**config.mk**
```make
export PLATFORM = sky130hd
export DESIGN_NAME = esc_top
export DESIGN_NICKNAME = d
export VERILOG_FILES = /design/src/hdl/esc_pkg.sv /design/src/hdl/esc_top.sv
export SDC_FILE = /design/constraint.sdc
export NUM_CORES = 1
export LEC_CHECK = 0
export ABC_CLOCK_PERIOD_IN_PS = 5400
export BUFFER_PORTS_ARGS = -buffer_cell sky130_fd_sc_hd__buf_2
export CORE_AREA = 10 10 379 197
export DETAILED_ROUTE_END_ITERATION = 6
export DIE_AREA = 0 0 389 207
export PLACE_DENSITY = 0.49
export REMOVE_ABC_BUFFERS = 1
export SETUP_SLACK_MARGIN = 0.02
export SYNTH_ARGS = -nofsm -noshare
export SYNTH_HDL_FRONTEND = slang
export SYNTH_SLANG_ARGS = --single-unit
```
**constraint.sdc**
```tcl
create_clock -name mclk_in -period 5.4 [get_ports mclk_in]
set_clock_uncertainty 0.1 [all_clocks]
set_input_delay 0 -clock mclk_in [delete_from_list [all_inputs] [get_ports mclk_in]]
set_output_delay 0 -clock mclk_in [all_outputs]
set_load 0.02 [all_outputs]
```
**src/hdl/esc_pkg.sv**
```systemverilog
// package: register map, field positions and codes for the estop/counter block
package esc_pkg;
  // ==========================================================
  // register byte offsets
  localparam logic [7:0] OFS_CMD = 8'h00;
  localparam logic [7:0] OFS_EXT_STATUS = 8'h04;
  localparam logic [7:0] OFS_ERR_CAUSE = 8'h08;
  localparam logic [7:0] OFS_INT_STATUS = 8'h0c;
  localparam logic [7:0] OFS_INT_MASK = 8'h10;
  localparam logic [7:0] OFS_CNT_ENV = 8'h14;
  localparam logic [7:0] OFS_TARGET = 8'h18;
  localparam logic [7:0] OFS_OP_MODE = 8'h1c;
  localparam logic [7:0] OFS_POS_CNT = 8'h20;
  localparam logic [7:0] OFS_CMD_POS = 8'h24;
  localparam logic [7:0] OFS_MECH_POS = 8'h28;
  localparam logic [7:0] OFS_DEFL = 8'h2c;
  localparam logic [7:0] OFS_GP = 8'h30;
  // ==========================================================
  // field positions
  localparam int EXT_EMG_BIT = 7;
  localparam int EXT_TRIG_BIT = 8;
  localparam int EXT_RUN_BIT = 0;
  localparam int CAUSE_EMG_BIT = 9;
  localparam int OVR_HOLD_BIT = 14;
  localparam int ENV_MECH_LSB = 8;
  localparam int INT_EMG_BIT = 0;
  localparam int INT_POS_BIT = 1;
  localparam int INT_W = 2;
  // ==========================================================
  // codes and reset values
  localparam logic [7:0] CMD_EMG_STOP = 8'h05;
  localparam logic [1:0] RESP_OKAY = 2'h0;
  localparam logic [1:0] RESP_SLVERR = 2'h2;
  localparam logic [31:0] ZERO_WORD = 32'h0000_0000;
  // counter source selections
  typedef enum logic [1:0] {
    ESC_SRC_A = 2'b00,
    ESC_SRC_B = 2'b01,
    ESC_SRC_C = 2'b10,
    ESC_SRC_NONE = 2'b11
  } esc_src_t;
  // counter environment layout, bits 15:8 of the word
  typedef struct packed {
    logic [1:0] spare;
    esc_src_t gp_src;
    esc_src_t defl_src;
    esc_src_t mech_src;
  } esc_env_t;
  // one counting event: a pulse and its direction (1 = up)
  typedef struct packed {
    logic pulse;
    logic up;
  } esc_evt_t;
endpackage

```
**src/hdl/esc_top.sv**
```systemverilog
// emergency stop handling and position counter set with an AXI4-Lite slave
//
// The register addresses and the AXI4-Lite register port are this design's own decisions.
`timescale 1ns/1ps
// ==========================================================
module esc_top #(
  parameter int NUM_AXES = 4,
  parameter int CNT_W = 28,
  parameter int DEFL_W = 16
) (
  // clock and reset
  input wire logic mclk_in,
  input wire logic nrst_in,
  // axi4-lite write address and data
  input wire logic awvalid_in,
  output logic awready_out,
  input wire logic [7:0] awaddr_in,
  input wire logic wvalid_in,
  output logic wready_out,
  input wire logic [31:0] wdata_in,
  input wire logic [3:0] wstrb_in,
  // axi4-lite write response
  output logic bvalid_out,
  input wire logic bready_in,
  output logic [1:0] bresp_out,
  // axi4-lite read
  input wire logic arvalid_in,
  output logic arready_out,
  input wire logic [7:0] araddr_in,
  output logic rvalid_out,
  input wire logic rready_in,
  output logic [31:0] rdata_out,
  output logic [1:0] rresp_out,
  // emergency and axis control
  input wire logic emergency_stop_input_n_in,
  input wire logic [NUM_AXES-1:0] axis_running_in,
  input wire logic [NUM_AXES-1:0] axis_start_req_in,
  output logic [NUM_AXES-1:0] axis_start_ok_out,
  output logic stop_all_out,
  // counting sources of the counted axis
  input wire esc_pkg::esc_evt_t out_pulse_in,
  input wire esc_pkg::esc_evt_t encoder_inputs_in,
  input wire esc_pkg::esc_evt_t pulsar_scaled_in,
  input wire logic override2_active_in,
  input wire logic override_trigger_input_in,
  // interrupt
  output logic int_out
);

  // step a counter by one event, wrapping modulo the width
  function automatic logic [CNT_W-1:0] step(
    input logic [CNT_W-1:0] v,
    input esc_pkg::esc_evt_t e
  );
    logic [CNT_W-1:0] r;
    r = v;
    if (e.pulse) begin
      r = e.up ? v + 1'b1 : v - 1'b1;
    end
    return r;
  endfunction

  // merge a write word into a register under the byte strobes
  function automatic logic [31:0] merge(
    input logic [31:0] old,
    input logic [31:0] data,
    input logic [3:0] strb
  );
    logic [31:0] r;
    r = old;
    for (int i = 0; i < 4; i++) begin
      if (strb[i]) begin
        r[i*8 +: 8] = data[i*8 +: 8];
      end
    end
    return r;
  endfunction

  // inverse direction of an event
  function automatic esc_pkg::esc_evt_t flip(input esc_pkg::esc_evt_t e);
    esc_pkg::esc_evt_t r;
    r = e;
    r.up = ~e.up;
    return r;
  endfunction

  // ==========================================================
  // bus slave state
  logic aw_held, w_held, do_write, wr_hit, rd_hit, cmd_wr, intstat_wr;
  logic [7:0] aw_addr;
  logic [31:0] w_data, rd_word;
  logic [3:0] w_strb;
  // write words merged under the byte strobes for the environment, target and mask registers
  logic [31:0] env_word, tgt_word, mask_word;
  // software registers
  esc_pkg::esc_env_t cnt_env;
  logic [CNT_W-1:0] target_pos;
  logic [31:0] op_mode;
  logic [esc_pkg::INT_W-1:0] int_status;
  logic [esc_pkg::INT_W-1:0] int_mask;
  logic emg_cause;
  // block state
  logic emg_active, emg_trig, any_running, any_start;
  logic trig_seen, pos_hold, pos_zero_evt;
  logic [CNT_W-1:0] pos_cnt, cmd_pos, mech_pos, gp_cnt;
  logic [DEFL_W-1:0] defl_cnt;
  logic [CNT_W-1:0] next_defl, target_abs;

  // ==========================================================
  // emergency logic
  // the pin is read as active low with no polarity setting at all
  assign emg_active = ~emergency_stop_input_n_in;
  assign any_running = |axis_running_in;
  assign any_start = |axis_start_req_in;
  assign cmd_wr = do_write && aw_addr == esc_pkg::OFS_CMD && w_strb[0];
  // command code 05h is treated as one more source of the same event
  assign emg_trig = any_running && (emg_active || (cmd_wr &&
    w_data[7:0] == esc_pkg::CMD_EMG_STOP));

  // stop all axes at once and refuse starts while the input is low
  always_ff @(posedge mclk_in or negedge nrst_in) begin
    if (!nrst_in) begin
      stop_all_out <= 1'b0;
      axis_start_ok_out <= '0;
    end else begin
      stop_all_out <= emg_trig || emg_active;
      axis_start_ok_out <= emg_active ? '0 : axis_start_req_in;
    end
  end

  // error cause: set by an emergency stop, cleared by a fresh start
  always_ff @(posedge mclk_in or negedge nrst_in) begin
    if (!nrst_in) begin
      emg_cause <= 1'b0;
    end else if (emg_trig) begin
      emg_cause <= 1'b1;
    end else if (any_start) begin
      emg_cause <= 1'b0;
    end
  end

  // ==========================================================
  // interrupt status, mask and output
  assign intstat_wr = do_write && aw_addr == esc_pkg::OFS_INT_STATUS;
  assign pos_zero_evt = out_pulse_in.pulse && !pos_hold &&
    pos_cnt == CNT_W'(1);

  // set beats clear so an event in the clearing cycle is kept
  always_ff @(posedge mclk_in or negedge nrst_in) begin
    if (!nrst_in) begin
      int_status <= '0;
    end else begin
      int_status[esc_pkg::INT_EMG_BIT] <= emg_trig ||
        (int_status[esc_pkg::INT_EMG_BIT] &&
        !(intstat_wr && w_data[esc_pkg::INT_EMG_BIT]));
      int_status[esc_pkg::INT_POS_BIT] <= pos_zero_evt ||
        (int_status[esc_pkg::INT_POS_BIT] &&
        !(intstat_wr && w_data[esc_pkg::INT_POS_BIT]));
    end
  end

  // level interrupt, registered so the pin never glitches
  always_ff @(posedge mclk_in or negedge nrst_in) begin
    if (!nrst_in) begin
      int_out <= 1'b0;
    end else begin
      int_out <= |(int_status & int_mask);
    end
  end

  // ==========================================================
  // positioning counter
  assign target_abs = target_pos[CNT_W-1] ? CNT_W'(-target_pos) :
    target_pos;
  // in a second override with hold enabled, pulses wait for the trigger
  assign pos_hold = op_mode[esc_pkg::OVR_HOLD_BIT] &&
    override2_active_in && !trig_seen;

  always_ff @(posedge mclk_in or negedge nrst_in) begin
    if (!nrst_in) begin
      trig_seen <= 1'b0;
    end else if (any_start) begin
      trig_seen <= 1'b0;
    end else if (override_trigger_input_in) begin
      trig_seen <= 1'b1;
    end
  end

  // load on start when allowed, otherwise count output pulses down
  always_ff @(posedge mclk_in or negedge nrst_in) begin
    if (!nrst_in) begin
      pos_cnt <= '0;
    end else if (any_start && !emg_active) begin
      pos_cnt <= target_abs;
    end else if (out_pulse_in.pulse && !pos_hold) begin
      pos_cnt <= pos_cnt - 1'b1;
    end
  end

  // ==========================================================
  // up/down counters; sources have no half-clock option at all
  // a truncated final pulse is still counted, hence origin return
  always_ff @(posedge mclk_in or negedge nrst_in) begin
    if (!nrst_in) begin
      cmd_pos <= '0;
    end else begin
      cmd_pos <= step(cmd_pos, out_pulse_in);
    end
  end

  // mechanical position counter
  always_ff @(posedge mclk_in or negedge nrst_in) begin
    if (!nrst_in) begin
      mech_pos <= '0;
    end else begin
      case (cnt_env.mech_src)
        esc_pkg::ESC_SRC_A: mech_pos <= step(mech_pos, encoder_inputs_in);
        esc_pkg::ESC_SRC_B: mech_pos <= step(mech_pos, out_pulse_in);
        esc_pkg::ESC_SRC_C: mech_pos <= step(mech_pos, pulsar_scaled_in);
        default: mech_pos <= mech_pos;
      endcase
    end
  end

  // deflection: first source counts in its own direction, second against its own
  always_comb begin
    next_defl = CNT_W'(defl_cnt);
    case (cnt_env.defl_src)
      esc_pkg::ESC_SRC_A: next_defl = step(step(next_defl, out_pulse_in),
        flip(encoder_inputs_in));
      esc_pkg::ESC_SRC_B: next_defl = step(step(next_defl, out_pulse_in),
        flip(pulsar_scaled_in));
      esc_pkg::ESC_SRC_C: next_defl = step(step(next_defl,
        encoder_inputs_in), flip(pulsar_scaled_in));
      default: next_defl = CNT_W'(defl_cnt);
    endcase
  end

  // deflection register keeps the low bits, so it wraps at its width
  always_ff @(posedge mclk_in or negedge nrst_in) begin
    if (!nrst_in) begin
      defl_cnt <= '0;
    end else begin
      defl_cnt <= next_defl[DEFL_W-1:0];
    end
  end

  // general-purpose counter
  always_ff @(posedge mclk_in or negedge nrst_in) begin
    if (!nrst_in) begin
      gp_cnt <= '0;
    end else begin
      case (cnt_env.gp_src)
        esc_pkg::ESC_SRC_A: gp_cnt <= step(gp_cnt, out_pulse_in);
        esc_pkg::ESC_SRC_B: gp_cnt <= step(gp_cnt, encoder_inputs_in);
        esc_pkg::ESC_SRC_C: gp_cnt <= step(gp_cnt, pulsar_scaled_in);
        default: gp_cnt <= gp_cnt;
      endcase
    end
  end

  // ==========================================================
  // axi4-lite write channel
  assign do_write = aw_held && w_held && !bvalid_out;
  always_comb begin
    case (aw_addr)
      esc_pkg::OFS_CMD, esc_pkg::OFS_INT_STATUS, esc_pkg::OFS_INT_MASK,
      esc_pkg::OFS_CNT_ENV, esc_pkg::OFS_TARGET,
      esc_pkg::OFS_OP_MODE: wr_hit = 1'b1;
      default: wr_hit = 1'b0;
    endcase
  end

  // address and data are taken in either order, one at a time
  always_ff @(posedge mclk_in or negedge nrst_in) begin
    if (!nrst_in) begin
      aw_held <= 1'b0;
      w_held <= 1'b0;
      aw_addr <= '0;
      w_data <= '0;
      w_strb <= '0;
      awready_out <= 1'b1;
      wready_out <= 1'b1;
      bvalid_out <= 1'b0;
      bresp_out <= esc_pkg::RESP_OKAY;
    end else begin
      if (awvalid_in && awready_out) begin
        aw_held <= 1'b1;
        aw_addr <= awaddr_in;
        awready_out <= 1'b0;
      end
      if (wvalid_in && wready_out) begin
        w_held <= 1'b1;
        w_data <= wdata_in;
        w_strb <= wstrb_in;
        wready_out <= 1'b0;
      end
      if (do_write) begin
        bvalid_out <= 1'b1;
        bresp_out <= wr_hit ? esc_pkg::RESP_OKAY : esc_pkg::RESP_SLVERR;
        aw_held <= 1'b0;
        w_held <= 1'b0;
      end
      if (bvalid_out && bready_in) begin
        bvalid_out <= 1'b0;
        awready_out <= 1'b1;
        wready_out <= 1'b1;
      end
    end
  end

  // a function result cannot be sliced, so the merged words are nets first
  assign env_word = merge({16'h0000, cnt_env, 8'h00}, w_data, w_strb);
  assign tgt_word = merge(32'(target_pos), w_data, w_strb);
  assign mask_word = merge(32'(int_mask), w_data, w_strb);
  // software-written control registers
  always_ff @(posedge mclk_in or negedge nrst_in) begin
    if (!nrst_in) begin
      cnt_env <= '0;
      target_pos <= '0;
      op_mode <= '0;
      int_mask <= '0;
    end else if (do_write) begin
      case (aw_addr)
        esc_pkg::OFS_CNT_ENV: cnt_env <= esc_pkg::esc_env_t'(
          env_word[esc_pkg::ENV_MECH_LSB +: 8]);
        esc_pkg::OFS_TARGET: target_pos <= tgt_word[CNT_W-1:0];
        esc_pkg::OFS_OP_MODE: op_mode <= merge(op_mode, w_data, w_strb);
        esc_pkg::OFS_INT_MASK: int_mask <= mask_word[esc_pkg::INT_W-1:0];
        default: int_mask <= int_mask;
      endcase
    end
  end

  // ==========================================================
  // axi4-lite read channel
  always_comb begin
    rd_word = esc_pkg::ZERO_WORD;
    rd_hit = 1'b1;
    case (araddr_in)
      esc_pkg::OFS_EXT_STATUS: begin
        rd_word[esc_pkg::EXT_EMG_BIT] = emg_active;
        rd_word[esc_pkg::EXT_TRIG_BIT] = override_trigger_input_in;
        rd_word[esc_pkg::EXT_RUN_BIT] = any_running;
      end
      esc_pkg::OFS_ERR_CAUSE: rd_word[esc_pkg::CAUSE_EMG_BIT] = emg_cause;
      esc_pkg::OFS_INT_STATUS: rd_word = 32'(int_status);
      esc_pkg::OFS_INT_MASK: rd_word = 32'(int_mask);
      esc_pkg::OFS_CNT_ENV: rd_word = {16'h0000, cnt_env, 8'h00};
      esc_pkg::OFS_TARGET: rd_word = 32'(target_pos);
      esc_pkg::OFS_OP_MODE: rd_word = op_mode;
      esc_pkg::OFS_POS_CNT: rd_word = 32'(pos_cnt);
      esc_pkg::OFS_CMD_POS: rd_word = 32'(cmd_pos);
      esc_pkg::OFS_MECH_POS: rd_word = 32'(mech_pos);
      esc_pkg::OFS_DEFL: rd_word = 32'(defl_cnt);
      esc_pkg::OFS_GP: rd_word = 32'(gp_cnt);
      default: rd_hit = 1'b0;
    endcase
  end

  // one read at a time; data follows the address by one cycle
  always_ff @(posedge mclk_in or negedge nrst_in) begin
    if (!nrst_in) begin
      arready_out <= 1'b1;
      rvalid_out <= 1'b0;
      rdata_out <= esc_pkg::ZERO_WORD;
      rresp_out <= esc_pkg::RESP_OKAY;
    end else if (arvalid_in && arready_out) begin
      arready_out <= 1'b0;
      rvalid_out <= 1'b1;
      rdata_out <= rd_word;
      rresp_out <= rd_hit ? esc_pkg::RESP_OKAY : esc_pkg::RESP_SLVERR;
    end else if (rvalid_out && rready_in) begin
      rvalid_out <= 1'b0;
      arready_out <= 1'b1;
    end
  end

endmodule

```
==> metrics.yaml <==
floorplanning:
  initial_utilization_pct: 29.7
  die_w_um: 389
  ios: 123
  die_height_um: 207
  rows: 68
  die_area_um2: 80500
  coreArea_um2: 68200
route:
  postRouteAntennaNets: 0
  wl_um: 77400
  vias: 19234
  drc: 0
  drtPass1Iterations: 7
  routedWlPerCell_um: 23.1
  vias_per_cell: 5.74
  drtIter0Drc: 2397
synth:
  synth_seq_cells: 293
  yosysUniqueCellTypes: 87
  avgSynthCellArea_um2: 8.81
  ys.flop_type: "dfrtp_1"
  syn-cell-area_um2: 20200
  synthArstFlopShare_pct: 100
  yosysWarnings: 0
  ys_seq_area_share_pct: 36.2
  synth_edf_count: 0
  synthCells: 2297
setup_path:
  worst-path-buf-inv: 1
  crit_type: "flop to flop"
  cp.required_ns: 5.80
  r2r_slack_ns: 0.53
  reg2reg_to: "defl_cnt[12]"
  cp-end-kind: "flop"
  cp-start-kind: "flop"
  path_delay_family: "simple AND/OR/NAND/NOR gates"
  r2r-start: "defl_cnt[0]"
  slowest_stage: "or4b_2"
  max_stage_delay_ns: 0.65
  cp_cell_sequence: "inv_1, ha_1, or4b_2, nand2b_1, nor2_1, o21ai_0, xnor2_1, ha_1, or4_1, a311o_1, o21a_1, nor2_1, nand4_1, o21ai_0, and4bb_2, a221oi_1"
  cp_max_fo: 12
  worstRegToRegCells: 16
  arrival_ns: 5.27
sta:
  fin_crit_sh_pct: 90.2
  final-hold-violation-count: 0
  timing.fmax_mhz: 205
  maxSlewHeadroom_pct: 19.1
  finalSetupViolations: 0
  period_needed_ns: 4.87
  drv_slew: 0
  rsz0062_at_grt: "no"
  fin_setup_tns_ns: 0
  worst_pin_slew_ns: 1.21
worst_hold_path:
  worstHoldPathCells: 3
  hold_start: "rready_in"
  hold_class: "input port to flop"
  hold-path-endpoint: "rvalid_out"
global_routing:
  grt_max_degree: 142
  grt.overflow.total: 0
  grt_pass1_wl_um: 117000
  met1_usage_pct: 30.8
  top_usage_layer: "met1"
  use_met3_pct: 4.35
  grt_pass1_vias: 18105
  antenna_found_initial: 1
  grt_util_met2_pct: 22.4
  track_usage_pct: 18.2
place:
  portBuffers: 120
  hpwl_um: 57800
  gp_congestion: 0.913
  dp_cells: 3214
  post_dp_cell_area_um2: 21700
power_and_ir_drop:
  p_per_area_nw_per_um2: 475
  ir_drop_uv: 270
  p_leak_nw: 9.68
  total_power_mw: 11.2
cts:
  clock_sinks: 293
  numCtsBuffers: 30
  clkLatencyLatePin_ns: 0.61
  htree_levels: 1
  max-clock-path-buffers: 3
  clk_pin_slew_ns: 0.07
  cts_tree: "built"
  postCtsResizedCells: 0
  cts-root-buf: "clkbuf_16"
  cts_setup_buffers: 0
  hold_buffers: 77
layout:
  final_nets: 2555
  layout-drive-gt1-share_pct: 16.0
  area.growth.synth_to_final_pct: 16.8
  layout_common_cells: "290 x dfrtp_1, 221 x nand2_1, 172 x nor2_1"
  stdcell_count: 3348
  final_common_cell: "dfrtp_1"
  num-fill-cells: 6964
  stdcell_area_um2: 23600
job:
  maxCapViolCount: 0
outcome:
  status: "finished, final reports clean"
-- metal layers --
metal  share of wire (%)  vias up  wire [um]
li1                    -     8773          -
met1                  53     9519      41000
met2                  36      876      27700
met3                  10       66       7750
met4                 1.2        0        926
met5                   0        -          0
-- metrics by stage --
stage	hold WS, ns	setup WS [ns]	utilization [%]
floorplan	-0.396	1.33	-
global placement	0.0277	0.709	31.9
detailed placement	0.0401	0.635	31.9
CTS	0.0116	0.612	34.7
global route	0.0453	0.202	34.7
finish	0.0324	0.530	34.7
-- power by group --
group | total (mW) | internal (mW) | switching (mW)
registers | 3.96 | 2.88 | 1.08
clock network | 2.49 | 1.45 | 1.03
logic | 4.79 | 1.99 | 2.80
total | 11.2 | 6.32 | 4.92
-- cells by family (layout without fill, tap and decap cells) --
family	count (synthesis)	after routing	share of synthesized area (%)
compound gates	643	643	20.8
xor+xnor	150	150	6.58
fa+ha+maj	66	66	4.15
buf+inv	208	347	4.04
flops	293	293	36.2
mux	178	178	9.62
other cells	1	3	0.0185
simple gates	758	758	18.5
-- worst reg2reg max path, cell delays in order (launching register included) --
cell and delay (ns):
dfrtp_1 0.54, inv_1 0.18, ha_1 0.23, or4b_2 0.65, nand2b_1 0.28, nor2_1 0.14, o21ai_0 0.12, xnor2_1 0.18
ha_1 0.28, or4_1 0.59, a311o_1 0.34, o21a_1 0.19, nor2_1 0.24, nand4_1 0.13, o21ai_0 0.10, and4bb_2 0.25
a221oi_1 0.23
-- worst max-delay path by stage --
stage                startpoint           end  slack, ns  cells after the start
floorplan           defl_cnt[0]  defl_cnt[12]       1.33                     16
global placement    defl_cnt[0]  defl_cnt[15]       0.71                     17
detailed placement  defl_cnt[0]  defl_cnt[12]       0.64                     16
CTS                 defl_cnt[0]  defl_cnt[15]       0.61                     17
global route        defl_cnt[0]  defl_cnt[15]       0.20                     17
finish              defl_cnt[0]  defl_cnt[12]       0.53                     16
-- synthesized netlist by cell type, drive strengths merged, types with 6 or more instances --
library cell / n / area [um2]
a32oi: 7 / 61.3
a211oi: 17 / 128
o211ai: 8 / 60.1
or3: 30 / 188
o22ai: 36 / 225
nand2b: 9 / 56.3
nand2: 222 / 833
a21oi: 143 / 716
a221oi: 65 / 576
nand4: 26 / 163
mux2: 133 / 1500
or4: 24 / 188
a22oi: 21 / 158
dfrtp: 290 / 7260
inv: 49 / 184
clkbuf: 128 / 482
or4b: 6 / 60.1
xor2: 42 / 368
nor2b: 15 / 93.8
ha: 64 / 801
o41ai: 7 / 68.8
and3: 28 / 175
xnor2: 108 / 965
o31ai: 39 / 293
o32ai: 8 / 77.6
or2: 12 / 75.1
mux2i: 45 / 450
nor4: 36 / 225
nor3: 65 / 347
and2: 15 / 93.8
o21ai: 148 / 741
a21o: 31 / 234
nand3: 59 / 295
nor2: 175 / 657
buf: 26 / 134
o21a: 10 / 75.1
a22o: 11 / 96.3
and4: 12 / 106
a31oi: 50 / 313
nand3b: 8 / 60.1
-- layout make-up --
class	instances	area [um2]	share of cell area, %
Multi-Input combinational cell	1797	12100	51.3
Clock buffer	36	845	3.57
Sequential cell	293	7340	31.0
Clock inverter	20	299	1.26
Timing Repair Buffer	237	1690	7.16
Inverter	54	203	0.857
Tap cell	910	1140	4.82
Antenna cell	1	2.50	0.0106
-- state kept, by name, indices dropped and copies added (netlist names), 2 cells and up --
signal,cells
op_mode,32
rdata_out,32
w_data,32
cmd_pos,28
gp_cnt,28
mech_pos,28
pos_cnt,28
target_pos,28
defl_cnt,16
aw_addr,8
cnt_env,8
axis_start_ok_out,4
w_strb,4
int_mask,2
int_status,2
Power figures use the tool's default switching activity.
